`src/hw/dcsfr_pkg.sv`:
```
// package: register map, field layout, reset values and types of the channel select block
package dcsfr_pkg;

    // ************************************************************
    // register map
    // ************************************************************
    localparam logic [4:0]  ADDR_CHANNEL_SELECT   = 5'h00;
    localparam logic [4:0]  ADDR_FUNCTION_ONE     = 5'h01;
    localparam logic [4:0]  ADDR_FUNCTION_TWO     = 5'h02;
    localparam logic [4:0]  ADDR_CHAN_FIRST       = 5'h03;
    localparam logic [4:0]  ADDR_CHAN_LAST        = 5'h18;
    localparam int          CHAN_REG_COUNT        = 22;
    localparam int          CHAN_REG_WIDTH        = 32;
    localparam logic [2:0]  BYTES_CHANNEL_SELECT  = 3'h1;
    localparam logic [2:0]  BYTES_FUNCTION_ONE    = 3'h3;
    localparam logic [2:0]  BYTES_FUNCTION_TWO    = 3'h2;
    localparam logic [2:0]  BYTES_CHAN            = 3'h4;

    // ************************************************************
    // reset values and writable masks
    // ************************************************************
    localparam logic [7:0]  CHANNEL_SELECT_RESET  = 8'hc0;
    localparam logic [7:0]  CHANNEL_SELECT_MASK   = 8'hc7;
    localparam logic [23:0] FUNCTION_ONE_RESET    = 24'h000000;
    localparam logic [23:0] FUNCTION_ONE_MASK     = 24'hff7f80;

    // ************************************************************
    // field positions
    // ************************************************************
    localparam int CS_CHAN_EN_LSB   = 6;
    localparam int CS_MODE_LSB      = 1;
    localparam int CS_LSB_FIRST_BIT = 0;
    localparam int F1_VCO_HIGH_BIT  = 23;
    localparam int F1_PLL_LSB       = 18;
    localparam int F1_CP_LSB        = 16;
    localparam int F1_PIN_LSB       = 12;
    localparam int F1_RAMP_LSB      = 10;
    localparam int F1_LEVEL_LSB     = 8;
    localparam int F1_REF_PD_BIT    = 7;
    localparam logic [4:0] PLL_FACTOR_MIN = 5'h04;
    localparam logic [4:0] PLL_FACTOR_MAX = 5'h14;

    // ************************************************************
    // serial framing
    // ************************************************************
    localparam int          INSTR_BITS   = 8;
    localparam int          INSTR_RD_BIT = 7;
    localparam logic [1:0]  CHAN_EN_CH1  = 2'h2;
    localparam logic [1:0]  CHAN_EN_CH0  = 2'h1;
    localparam logic [1:0]  CHAN_EN_BOTH = 2'h3;

    typedef enum logic [1:0] {
        MODE_TWO_WIRE   = 2'h0,
        MODE_THREE_WIRE = 2'h1,
        MODE_TWO_BIT    = 2'h2,
        MODE_FOUR_BIT   = 2'h3
    } dcsfr_mode_t;

    typedef enum logic [1:0] {PH_INSTR, PH_DATA, PH_DONE} dcsfr_phase_t;

    typedef struct packed {
        logic [1:0]  chan_en;
        dcsfr_mode_t mode;
        logic        lsb_first;
    } dcsfr_port_cfg_t;

    typedef struct packed {
        logic       vco_high;
        logic       pll_enable;
        logic [4:0] pll_factor;
        logic [1:0] cp_code;
        logic [2:0] pin_setup;
        logic [1:0] amp_ramp_time;
        logic [1:0] mod_levels;
        logic       ref_pd;
    } dcsfr_func_t;

endpackage

```
`src/hw/dcsfr_chan_mem.sv`:
```
// per-channel copies of the channel and profile registers
module dcsfr_chan_mem
    import dcsfr_pkg::*;
#(
    parameter int DEPTH = CHAN_REG_COUNT,
    parameter int WIDTH = CHAN_REG_WIDTH
) (
    input  wire logic                     i_clock,
    input  wire logic [1:0]               i_we,
    input  wire logic [$clog2(DEPTH)-1:0] i_waddr,
    input  wire logic [WIDTH-1:0]         i_wdata,
    input  wire logic                     i_rd_en,
    input  wire logic                     i_rd_bank,
    input  wire logic [$clog2(DEPTH)-1:0] i_raddr,
    output logic      [WIDTH-1:0]         o_rdata
);
    if (DEPTH < 1 || WIDTH < 1) begin : g_bad_size
        $error("dcsfr_chan_mem: bad size");
    end

    // ************************************************************
    // one array per channel, written only where enabled
    // ************************************************************
    for (genvar b = 0; b < 2; b++) begin : g_bank
        logic [WIDTH-1:0] mem [DEPTH];
        always_ff @(posedge i_clock) begin
            if (i_we[b]) begin
                mem[i_waddr] <= i_wdata;
            end
        end
    end

    always_ff @(posedge i_clock) begin
        if (i_rd_en) begin
            o_rdata <= i_rd_bank ? g_bank[1].mem[i_raddr] : g_bank[0].mem[i_raddr];
        end
    end

endmodule

```
`src/hw/dcsfr_regs.sv`:
```
// serial port and control registers of the two-channel synthesizer
module dcsfr_regs
    import dcsfr_pkg::*;
(
    input  wire logic            i_clock,
    input  wire logic            i_sys_rst,
    input  wire logic            i_cs_n,
    input  wire logic            i_sclk,
    input  wire logic [3:0]      i_sdio,
    input  wire logic            i_io_update,
    output logic                 o_sdio0_out,
    output logic                 o_sdio0_oe_n,
    output logic                 o_sdo,
    output dcsfr_port_cfg_t      o_port_cfg,
    output dcsfr_func_t          o_func
);
    localparam int AW = $clog2(CHAN_REG_COUNT);

    logic         sclk_q;
    logic         edge_rise;
    dcsfr_phase_t phase;
    logic [5:0]   cnt;
    logic [31:0]  sr;
    logic [31:0]  next_sr;
    logic [5:0]   k;
    logic [5:0]   target;
    logic         last;
    logic         reading;
    logic [4:0]   addr;
    logic [7:0]   next_instr;
    logic [5:0]   nbits;
    logic [31:0]  word;
    logic         wr_fire;
    logic         instr_fire;
    logic         rd_load;
    logic [31:0]  rd_word;
    logic [31:0]  out_sr;
    logic [7:0]   channel_select;
    logic [23:0]  func_shadow;
    logic [23:0]  func_active;
    logic [31:0]  mem_rdata;
    logic         chan_hit;
    logic [AW-1:0] chan_idx;
    logic [1:0]   mem_we;

    // ************************************************************
    // decode helpers
    // ************************************************************
    function automatic logic [2:0] reg_bytes(input logic [4:0] a);
        unique case (a)
            ADDR_CHANNEL_SELECT: reg_bytes = BYTES_CHANNEL_SELECT;
            ADDR_FUNCTION_ONE:   reg_bytes = BYTES_FUNCTION_ONE;
            ADDR_FUNCTION_TWO:   reg_bytes = BYTES_FUNCTION_TWO;
            default:             reg_bytes = BYTES_CHAN;
        endcase
    endfunction

    function automatic logic in_chan(input logic [4:0] a);
        in_chan = (a >= ADDR_CHAN_FIRST) && (a <= ADDR_CHAN_LAST);
    endfunction

    // ************************************************************
    // serial shifter
    // ************************************************************
    always_comb begin
        unique case (dcsfr_mode_t'(channel_select[CS_MODE_LSB +: 2]))
            MODE_TWO_WIRE, MODE_THREE_WIRE: k = 6'h01;
            MODE_TWO_BIT:                   k = 6'h02;
            MODE_FOUR_BIT:                  k = 6'h04;
        endcase
    end

    always_comb begin
        next_sr = sr;
        unique case (k)
            6'h02: next_sr = channel_select[CS_LSB_FIRST_BIT] ?
                       {i_sdio[1:0], sr[31:2]} : {sr[29:0], i_sdio[1:0]};
            6'h04: next_sr = channel_select[CS_LSB_FIRST_BIT] ?
                       {i_sdio[3:0], sr[31:4]} : {sr[27:0], i_sdio[3:0]};
            default: next_sr = channel_select[CS_LSB_FIRST_BIT] ?
                       {i_sdio[0], sr[31:1]} : {sr[30:0], i_sdio[0]};
        endcase
    end

    assign edge_rise  = i_sclk && !sclk_q && !i_cs_n;
    assign nbits      = {reg_bytes(addr), 3'h0};
    assign target     = (phase == PH_INSTR) ? 6'(INSTR_BITS) : nbits;
    assign last       = (6'(cnt + k) == target);
    assign next_instr = channel_select[CS_LSB_FIRST_BIT] ? next_sr[31:24] : next_sr[7:0];
    assign word       = channel_select[CS_LSB_FIRST_BIT] ?
                        (next_sr >> (6'd32 - nbits)) : next_sr;
    assign instr_fire = edge_rise && (phase == PH_INSTR) && last;
    assign wr_fire    = edge_rise && (phase == PH_DATA) && last && !reading;

    always_ff @(posedge i_clock or posedge i_sys_rst) begin
        if (i_sys_rst) begin
            sclk_q <= 1'b0;
        end else begin
            sclk_q <= i_sclk;
        end
    end

    // cs high aborts any partial frame, so a glitch never half-writes a register
    always_ff @(posedge i_clock or posedge i_sys_rst) begin
        if (i_sys_rst) begin
            phase   <= PH_INSTR;
            cnt     <= 6'h00;
            sr      <= 32'h0;
            reading <= 1'b0;
            addr    <= 5'h00;
        end else if (i_cs_n) begin
            phase <= PH_INSTR;
            cnt   <= 6'h00;
            sr    <= 32'h0;
        end else if (edge_rise && phase != PH_DONE) begin
            if (last) begin
                cnt   <= 6'h00;
                sr    <= 32'h0;
                phase <= (phase == PH_INSTR) ? PH_DATA : PH_DONE;
                if (phase == PH_INSTR) begin
                    reading <= next_instr[INSTR_RD_BIT];
                    addr    <= next_instr[4:0];
                end
            end else begin
                cnt <= 6'(cnt + k);
                sr  <= next_sr;
            end
        end
    end

    // ************************************************************
    // register writes
    // ************************************************************
    always_ff @(posedge i_clock or posedge i_sys_rst) begin
        if (i_sys_rst) begin
            channel_select <= CHANNEL_SELECT_RESET;
        end else if (wr_fire && addr == ADDR_CHANNEL_SELECT) begin
            channel_select <= word[7:0] & CHANNEL_SELECT_MASK;
        end
    end

    // function register waits in a shadow until the update strobe
    always_ff @(posedge i_clock or posedge i_sys_rst) begin
        if (i_sys_rst) begin
            func_shadow <= FUNCTION_ONE_RESET;
            func_active <= FUNCTION_ONE_RESET;
        end else begin
            if (wr_fire && addr == ADDR_FUNCTION_ONE) begin
                func_shadow <= word[23:0] & FUNCTION_ONE_MASK;
            end
            if (i_io_update) begin
                func_active <= func_shadow;
            end
        end
    end

    assign chan_hit = in_chan(addr);
    assign chan_idx = AW'(addr - ADDR_CHAN_FIRST);
    assign mem_we   = (wr_fire && chan_hit) ?
                      channel_select[CS_CHAN_EN_LSB +: 2] : 2'h0;

    dcsfr_chan_mem #(
        .DEPTH (CHAN_REG_COUNT),
        .WIDTH (CHAN_REG_WIDTH)
    ) u_mem (
        .i_clock   (i_clock),
        .i_we      (mem_we),
        .i_waddr   (chan_idx),
        .i_wdata   (word),
        .i_rd_en   (instr_fire),
        .i_rd_bank (!channel_select[CS_CHAN_EN_LSB]),
        .i_raddr   (AW'(next_instr[4:0] - ADDR_CHAN_FIRST)),
        .o_rdata   (mem_rdata)
    );

    // ************************************************************
    // read path, single-bit modes only
    // ************************************************************
    always_ff @(posedge i_clock or posedge i_sys_rst) begin
        if (i_sys_rst) begin
            rd_load <= 1'b0;
        end else begin
            rd_load <= instr_fire && next_instr[INSTR_RD_BIT];
        end
    end

    always_comb begin
        unique case (addr)
            ADDR_CHANNEL_SELECT: rd_word = {24'h0, channel_select};
            ADDR_FUNCTION_ONE:   rd_word = {8'h0, func_shadow};
            default:             rd_word = chan_hit ? mem_rdata : 32'h0;
        endcase
    end

    always_ff @(posedge i_clock or posedge i_sys_rst) begin
        if (i_sys_rst) begin
            out_sr <= 32'h0;
        end else if (rd_load) begin
            out_sr <= channel_select[CS_LSB_FIRST_BIT] ?
                      rd_word : (rd_word << (6'd32 - nbits));
        end else if (edge_rise && phase == PH_DATA && reading) begin
            out_sr <= channel_select[CS_LSB_FIRST_BIT] ? (out_sr >> 1) : (out_sr << 1);
        end
    end

    always_comb begin
        o_sdio0_out  = channel_select[CS_LSB_FIRST_BIT] ? out_sr[0] : out_sr[31];
        o_sdio0_oe_n = !(reading && phase == PH_DATA && !i_cs_n &&
                       channel_select[CS_MODE_LSB +: 2] == MODE_TWO_WIRE);
        o_sdo        = (channel_select[CS_MODE_LSB +: 2] == MODE_THREE_WIRE) ?
                       o_sdio0_out : 1'b0;
    end

    // ************************************************************
    // decoded outputs
    // ************************************************************
    always_comb begin
        o_port_cfg.chan_en   = channel_select[CS_CHAN_EN_LSB +: 2];
        o_port_cfg.mode      = dcsfr_mode_t'(channel_select[CS_MODE_LSB +: 2]);
        o_port_cfg.lsb_first = channel_select[CS_LSB_FIRST_BIT];
        o_func.vco_high      = func_active[F1_VCO_HIGH_BIT];
        o_func.pll_factor    = func_active[F1_PLL_LSB +: 5];
        o_func.pll_enable    = (func_active[F1_PLL_LSB +: 5] >= PLL_FACTOR_MIN) &&
                               (func_active[F1_PLL_LSB +: 5] <= PLL_FACTOR_MAX);
        o_func.cp_code       = func_active[F1_CP_LSB +: 2];
        o_func.pin_setup     = func_active[F1_PIN_LSB +: 3];
        o_func.amp_ramp_time = func_active[F1_RAMP_LSB +: 2];
        o_func.mod_levels    = func_active[F1_LEVEL_LSB +: 2];
        o_func.ref_pd        = func_active[F1_REF_PD_BIT];
    end
endmodule

```
`config.mk`:
```
export PLATFORM = sky130hd
export DESIGN_NAME = dcsfr_regs
export DESIGN_NICKNAME = d
export VERILOG_FILES = /design/src/hw/dcsfr_pkg.sv /design/src/hw/dcsfr_chan_mem.sv /design/src/hw/dcsfr_regs.sv
export SDC_FILE = /design/constraint.sdc
export NUM_CORES = 2
export LEC_CHECK = 0
export BUFFER_PORTS_ARGS = -buffer_cell sky130_fd_sc_hd__buf_4
export CORE_UTILIZATION = 50
export DETAILED_ROUTE_END_ITERATION = 16
export PLACE_DENSITY = 0.68
export SYNTH_ARGS = -nofsm -noshare
export SYNTH_HDL_FRONTEND = slang
export SYNTH_SLANG_ARGS = --single-unit
```
`constraint.sdc`:
```
create_clock -name i_clock -period 6.6 [get_ports i_clock]
set_input_delay 0.66 -clock i_clock [delete_from_list [all_inputs] [get_ports i_clock]]
set_output_delay 0.66 -clock i_clock [all_outputs]
set_load 0.01 [all_outputs]
```
[Word level (Yosys, flattened, before mapping)]
Memories as Yosys holds them, arrays and structs flattened.
Cells that the tools add are included.
Cells by class
  $add $sub $neg: 4
  $mul: 0
  divide/modulo/power cells: 0
  order comparisons: 4
  equal/unequal tests: 10
  shift-type cells: 2
  muxes and demuxes: 33
  bitwise gates (word level): 1
  reductions and logical operators: 31
Operator list (count)
  32-bit two-way mux: 13
  32-bit case mux with 2 select lines: 2
  32-bit by 6-bit << shifter with 32-bit output: 1
  32-bit by 6-bit right shift with 32-bit output: 1
  6-bit two-way mux: 4
  1-bit logical AND: 18
  6-bit case mux with 3 select lines: 1
  5-bit less-or-equal comparator (second input constant): 2
  2-bit two-way mux: 5
  5-bit by 2-bit subtractor with 5-bit output (second input constant): 2
  3-bit case mux with 3 select lines: 1
  8-bit two-way mux: 1
  6-bit adder: 1
  6-bit by 2-bit equality test with 1-bit output (second input constant): 1
  6-bit by 3-bit equality test with 1-bit output (second input constant): 1
  6-bit equality test: 1
  1-bit two-way mux: 6
  2-bit nonzero test: 3
  6-bit subtractor (first input constant): 1
  5-bit by 1-bit equality test with 1-bit output (second input constant): 1
  5-bit by 2-bit equality test with 1-bit output (second input constant): 1
  5-bit by 2-bit greater-or-equal comparator with 1-bit output (second input constant): 1
  5-bit by 3-bit greater-or-equal comparator with 1-bit output (second input constant): 1
  5-bit logical NOT: 1
  other kinds (9): 15
Storage, ports and cells
  bits in registers: 149
  latch bits: 0
  bits in writable memories: 1408
  memory bits (read-only): 0
  bits of input ports: 9
  output and inout port bits: 25
  logic and storage cells: 99
  memories kept: 2
Memory list
  u_mem.g_bank[0].mem: depth 22, width 32, rd ports 1, clocked after memory_dff 0, wr ports 1, RTL line dcsfr_chan_mem.sv:25  | logic [WIDTH-1:0] mem [DEPTH];
  u_mem.g_bank[1].mem: depth 22, width 32, rd ports 1, clocked after memory_dff 0, wr ports 1, RTL line dcsfr_chan_mem.sv:25

[Logic depth before layout (Yosys ltp)]
  depth after elaboration: 11
  mapped depth: 20
  mapped depth without buffers: 13

[Modules after synthesis]
A second synthesis with hierarchy kept.
Second synthesis, totals
  cell total of the unflattened synthesis: 4005
  area total of the unflattened synthesis: 63843.7 um^2
Modules (own cells, without submodules)
  dcsfr_chan_mem: times used 1, cells an instance 2967, area each 55477.0 um^2, seq. area each 43241.5 um^2
  dcsfr_regs: times used 1, cells an instance 1038, area each 8366.8 um^2, seq. area each 2930.3 um^2

[Worst setup path before layout]
Ideal clock, no wire load.
  path type: register -> register
  from: register channel_select[1]
  to: memory u_mem.g_bank[0].mem[0][0] in the netlist's numbering, enable pin
  library setup time: 0.461 ns
  arrival: 5.501 ns
  required time: 6.139 ns
  setup slack: 0.638 ns
  cell stages (with the launch flop): 14
  path buffers: 3
  clock period less this slack: 5.962 ns
  cell sequence: dfrtp_1 -> buf_6 -> or2b_1 -> inv_1 -> buf_1 -> ha_1 -> a21o_1 -> a21oi_1 -> nor2_1 -> xnor2_1 -> nor4b_1 -> o2111ai_1 -> clkbuf_1 -> nor3_1
Between the ends
  word-level cells in the longest chain between the ends: 11
  elaborated cells on any way between the ends: 14
  classes of those cells: 1 x add/sub; 4 x eq/ne; 4 x mux; 5 x reduce/logical
RTL lines
  start, declared: RTL line dcsfr_regs.sv:38  | logic [7:0] channel_select;
  start signal, assigned: RTL line dcsfr_regs.sv:138  | channel_select <= word[7:0] & CHANNEL_SELECT_MASK;
  2-bit by 1-bit equality test with 1-bit output / 2-bit logical NOT (equally long branches): RTL line dcsfr_regs.sv:66  | unique case (dcsfr_mode_t'(channel_select[CS_MODE_LSB +: 2]))
  2-bit OR reduction: RTL line dcsfr_regs.sv:66
  6-bit case mux with 3 select lines (*): RTL line dcsfr_regs.sv:66
  6-bit adder (*): RTL line dcsfr_regs.sv:88  | assign last = (6'(cnt + k) == target);
  6-bit equality test (*): RTL line dcsfr_regs.sv:88
  1-bit logical AND (*) (2 in a row): RTL line dcsfr_regs.sv:93  | assign wr_fire = edge_rise && (phase == PH_DATA) && last && !reading;
  1-bit logical AND (*): RTL line dcsfr_regs.sv:159  | assign mem_we = (wr_fire && chan_hit) ?
  2-bit two-way mux (*): RTL line dcsfr_regs.sv:159
  1-bit two-way mux (*): RTL line dcsfr_chan_mem.sv:27  | if (i_we[b]) begin
  1-bit two-way mux (not written as such) (*): RTL line dcsfr_chan_mem.sv:28  | mem[i_waddr] <= i_wdata;
  end, declared: RTL line dcsfr_chan_mem.sv:25
Mark *: on every way between the ends. The rest lies on a longest branch, timed or not. The select of a mux whose other input is x is not followed.

[Worst setup path after layout]
  from: register channel_select[2]
  to: memory u_mem.g_bank[1].mem[18][0] in the netlist's numbering, enable pin
Between the ends
  word-level cells in the longest chain between the ends: 11
  elaborated cells on any way between the ends: 14
  classes of those cells: 1 x add/sub; 4 x eq/ne; 4 x mux; 5 x reduce/logical
RTL lines (RTL line)
  2-bit by 1-bit equality test with 1-bit output / 2-bit logical NOT (equally long branches): dcsfr_regs.sv:66
  2-bit OR reduction: dcsfr_regs.sv:66
  6-bit case mux with 3 select lines (*): dcsfr_regs.sv:66
  6-bit adder (*): dcsfr_regs.sv:88
  6-bit equality test (*): dcsfr_regs.sv:88
  1-bit logical AND (*) (2 in a row): dcsfr_regs.sv:93
  1-bit logical AND (*): dcsfr_regs.sv:159
  2-bit two-way mux (*): dcsfr_regs.sv:159
  1-bit two-way mux (*): dcsfr_chan_mem.sv:27
  1-bit two-way mux (not written as such) (*): dcsfr_chan_mem.sv:28
  end, declared: dcsfr_chan_mem.sv:25
Marked as above.

==> key figures <==
Route
  • Wire length on met1: 68.2 mm
  • Vias/cell: 6.47
  • First-pass iteration count of the detailed router: 6
  • Number of DRC markers in iteration 0: 5,001
  • Routed Antenna Nets: 0
  • Vias after detailed routing: 35.6k
  • Met2 wire length: 75.1 mm
  • Met3 wirelength from detailed routing: 16.6 mm
  • # DRC: 0
  • Wire per inst: 30.0 um
  • Highest metal layer with signal wires: met5
  • Detailed Route WL: 165 mm

Critical path
  • Category of the critical setup timing path: reg2reg
  • Worst-path cell with the longest stage delay: nor4b_1
  • CP delay by family, top: simple AND/OR/NAND/NOR gates
  • Crit-path cells: or2b_1, inv_1, ha_1, a21o_1, a21oi_1, nor2_1, xnor2_1, nor4b_1, o2111ai_4, buf_4, nor3_2, buf_4
  • Crit path largest cell delay: 0.76 ns
  • Startpoint of the worst setup timing path: channel_select[2]$_DFFE_PP0P_
  • Highest net fanout along the worst path: 32
  • Number of cell instances on the worst register-to-register path: 12
  • Nature of the critical path endpoint: flip-flop
  • Startpoint of the worst-slack reg-to-reg timing path: channel_select[2]$_DFFE_PP0P_
  • Required time of the critical path: 7.02 ns
  • Most repeated library cell on the critical path: buf_4
  • Buf/Inv on CP: 3
  • Crit path launch type: flip-flop
  • Path length in cells of the critical path: 12
  • Worst Path Arrival: 5.78 ns

Min path
  • Worst hold path depth: 2
  • Min-Delay Path Class: in2reg
  • Source of the worst hold timing path: i_cs_n

Layout
  • Post-synthesis to final-layout area growth: 12.7%
  • N_diodes: 0
  • Final nets: 3,740
  • FILL cells: 9,295
  • Share of layout cells above drive strength 1: 24.4%

Yosys
  • Cells taking the most area after synthesis: edfxtp_1 68%, mux4_2 12%, dfrtp_1 4.5%, mux2i_1 2.2%, nand2_1 1.7%
  • EDFF count, synth: 1,440
  • Synthesis Warnings: 0
  • Sequential-to-total area share from yosys stat: 72.1%
  • Synth top area share: 67.5%
  • Number of distinct library cells after synthesis: 77
  • Number of storage elements in the synthesis netlist: 1,557
  • Synthesized netlist cell count: 3,614
  • Share of async-settable or async-resettable flops after synthesis: 7.51%
  • List of most frequent post-synthesis cells: 1,440 x edfxtp_1, 329 x mux4_2, 292 x nand2_1
  • Average footprint of a synthesized cell: 17.7 um^2
  • Syn nets: 3,629
  • Most used flip-flop cell after synthesis: edfxtp_1
  • Cell accounting for the most synthesized area: edfxtp_1
  • Most common cell in the synthesized netlist: edfxtp_1
  • Cell area after technology mapping: 64,000 um^2

Placed design
  • Total half-perimeter wirelength after legalization and detailed placement: 104 mm
  • Setup WS pre-CTS: 1.37 ns
  • Port Buffers: 33
  • Final estimated routing congestion in global placement: 0.935

Timing
  • Final worst path period share: 81.2%
  • Minimum clock period: 5.36 ns
  • Final Worst Setup Slack: 1.24 ns
  • Worst Tran Pin Value: 1.11 ns
  • Hold Vio Cnt, Final: 0
  • Setup_tns: 0 ns
  • Worst Clk Skew: 0.0528 ns
  • Max-Slew Margin vs Limit: 25.5%
  • Setup repair after global routing missed its margin: no
  • Setup violators final: 0
  • Fmax: 187 MHz
  • Max Slew Vio Count: 0

Global routing
  • Initial antenna violation count: 4
  • Global-route wire length before repair: 241 mm
  • Total routing resource utilization after global routing: 25.7%
  • Maximum number of pins on one net before global-route repair: 94
  • Number of global-route vias before repair: 34.1k
  • GR Overflow Total: 0

CTS
  • Clock edge transition at the registers on the reported setup and hold paths: 0.06 ns
  • CTS sink cnt: 1,557
  • Insertion delay of the later-clocked pin in the worst-skew pair: 0.80 ns
  • Num CTS Buffers: 154
  • Number of H-tree branching levels: 4
  • Largest buffer count on any clock path: 3
  • TritonCTS clock tree: done
  • Clk root buf: clkbuf_16

Power
  • Leakage power total: 22.9 nW
  • Worst VDD drop: 0.000328 V
  • Cell Pwr Density: 276 nW/um^2

Outcome
  • Outcome: finished, final reports clean

Floorplanning
  • Die outline width: 360 um
  • Core Area: 126,000 um^2
  • Initial cell density of the core: 50.7%
  • Height of the chip: 360 um
  • Row Count: 130
  • # IOs: 34
  • Die area: 129,000 um^2

Flow run
  • Max Cap Violations: 0
kinds of logic (layout without fill, tap and decap cells):
kind of cell    count (synthesis)  after routing  share of synthesized area, %
flops                        1557           1557                          72.1
simple gates                  781            781                          5.55
xor+xnor                       12             12                         0.176
compound gates                455            455                          5.11
buf+inv                       257            491                          1.79
fa+ha+maj                       6              6                         0.129
mux                           546            546                          15.1
layer usage:
metal,track usage (%),vias to the layer above
li1,-,14800
met3,4.95,321
met1,38.0,18400
met5,0,-
met2,38.5,1983
met4,8.56,2
metrics by stage:
stage	instances	utilization (%)	cell area [um^2]	hold WS (ns)	power, mW
finish	5498	57.1	72100	0.111	19.9
global route	5498	57.1	72100	0.118	20.4
CTS	5498	57.1	72100	0.0664	20.0
detailed placement	5217	53.2	67200	0.497	11.6
global placement	5217	53.2	67200	0.486	11.6
floorplan	3614	-	64000	0.455	11.4
power breakdown:
part	switching, mW	total, mW	internal, mW	leakage, nW
sequential	0.0177	10.7	10.7	14.0
combinational	0.429	0.686	0.257	6.53
clock	3.78	8.52	4.74	2.39
total	4.22	19.9	15.7	22.9
placed cells by master (no fill, tap or decap), types with 7 or more instances in the layout:
| cell | count |
|---|---|
| edfxtp_1 | 1440 |
| mux4_2 | 329 |
| nand2_1 | 291 |
| buf_4 | 177 |
| clkbuf_16 | 155 |
| nor2_1 | 153 |
| mux2i_1 | 141 |
| dfrtp_1 | 113 |
| nor3_1 | 108 |
| o21ai_0 | 89 |
| o31ai_1 | 89 |
| a21oi_1 | 79 |
| mux2_2 | 65 |
| and3_1 | 65 |
| nor3_2 | 44 |
| o22ai_1 | 37 |
| clkbuf_1 | 35 |
| clkinv_2 | 32 |
| nor2b_1 | 28 |
| nand3_1 | 28 |
| a221oi_2 | 26 |
| clkinv_1 | 22 |
| buf_12 | 15 |
| and2_1 | 14 |
| inv_1 | 13 |
| a32o_1 | 13 |
| nor2_2 | 11 |
| a221oi_1 | 11 |
| mux2_1 | 10 |
| o211ai_1 | 10 |
| nand2b_1 | 9 |
| bufinv_16 | 9 |
| a211oi_1 | 8 |
| a32oi_1 | 7 |
| o22ai_4 | 7 |
| a31oi_1 | 7 |
| a22oi_2 | 7 |
registers in the layout, indices dropped and copies added, names as in the netlist, 5 cells and up:
| name | flops |
|---|---|
| out_sr | 32 |
| u_mem.g_bank.mem | 1408 |
| channel_select | 5 |
| func_active | 16 |
| sr | 32 |
| addr | 5 |
| cnt | 6 |
| func_shadow | 16 |
| u_mem.o_rdata | 32 |
repair_timing:
action	4_1_cts	5_1_grt
gates resized for setup	0	0
buffers inserted	0	0
hold buffers	2	0
hold endpoints to repair	55	0
endpoints found under the setup margin	0	0
worst paths after layout:
path                                                        endpoint  slack [ns]
max in group asynchronous              channel_select[0]$_DFFE_PP0P_        4.60
worst max register to register  u_mem.g_bank[1].mem[18][0]$_DFFE_PP_        1.24
min in group asynchronous                func_active[13]$_DFFE_PP0P_        0.54
worst min-delay path                              cnt[5]$_DFFE_PP0P_        0.11
worst min register to register            func_active[9]$_DFFE_PP0P_        0.51
worst max-delay path            u_mem.g_bank[1].mem[18][0]$_DFFE_PP_        1.24
cell type report:
type	instances	area (um^2)	area share, %
Sequential cell	1557	46200	64.0
Multi-Input combinational cell	1800	17300	23.9
Clock buffer	191	4020	5.58
Tap cell	1650	2060	2.86
Timing Repair Buffer	194	1650	2.29
Clock inverter	88	877	1.22
Inverter	18	70.1	0.0972
(Power assumes the default switching activity.)
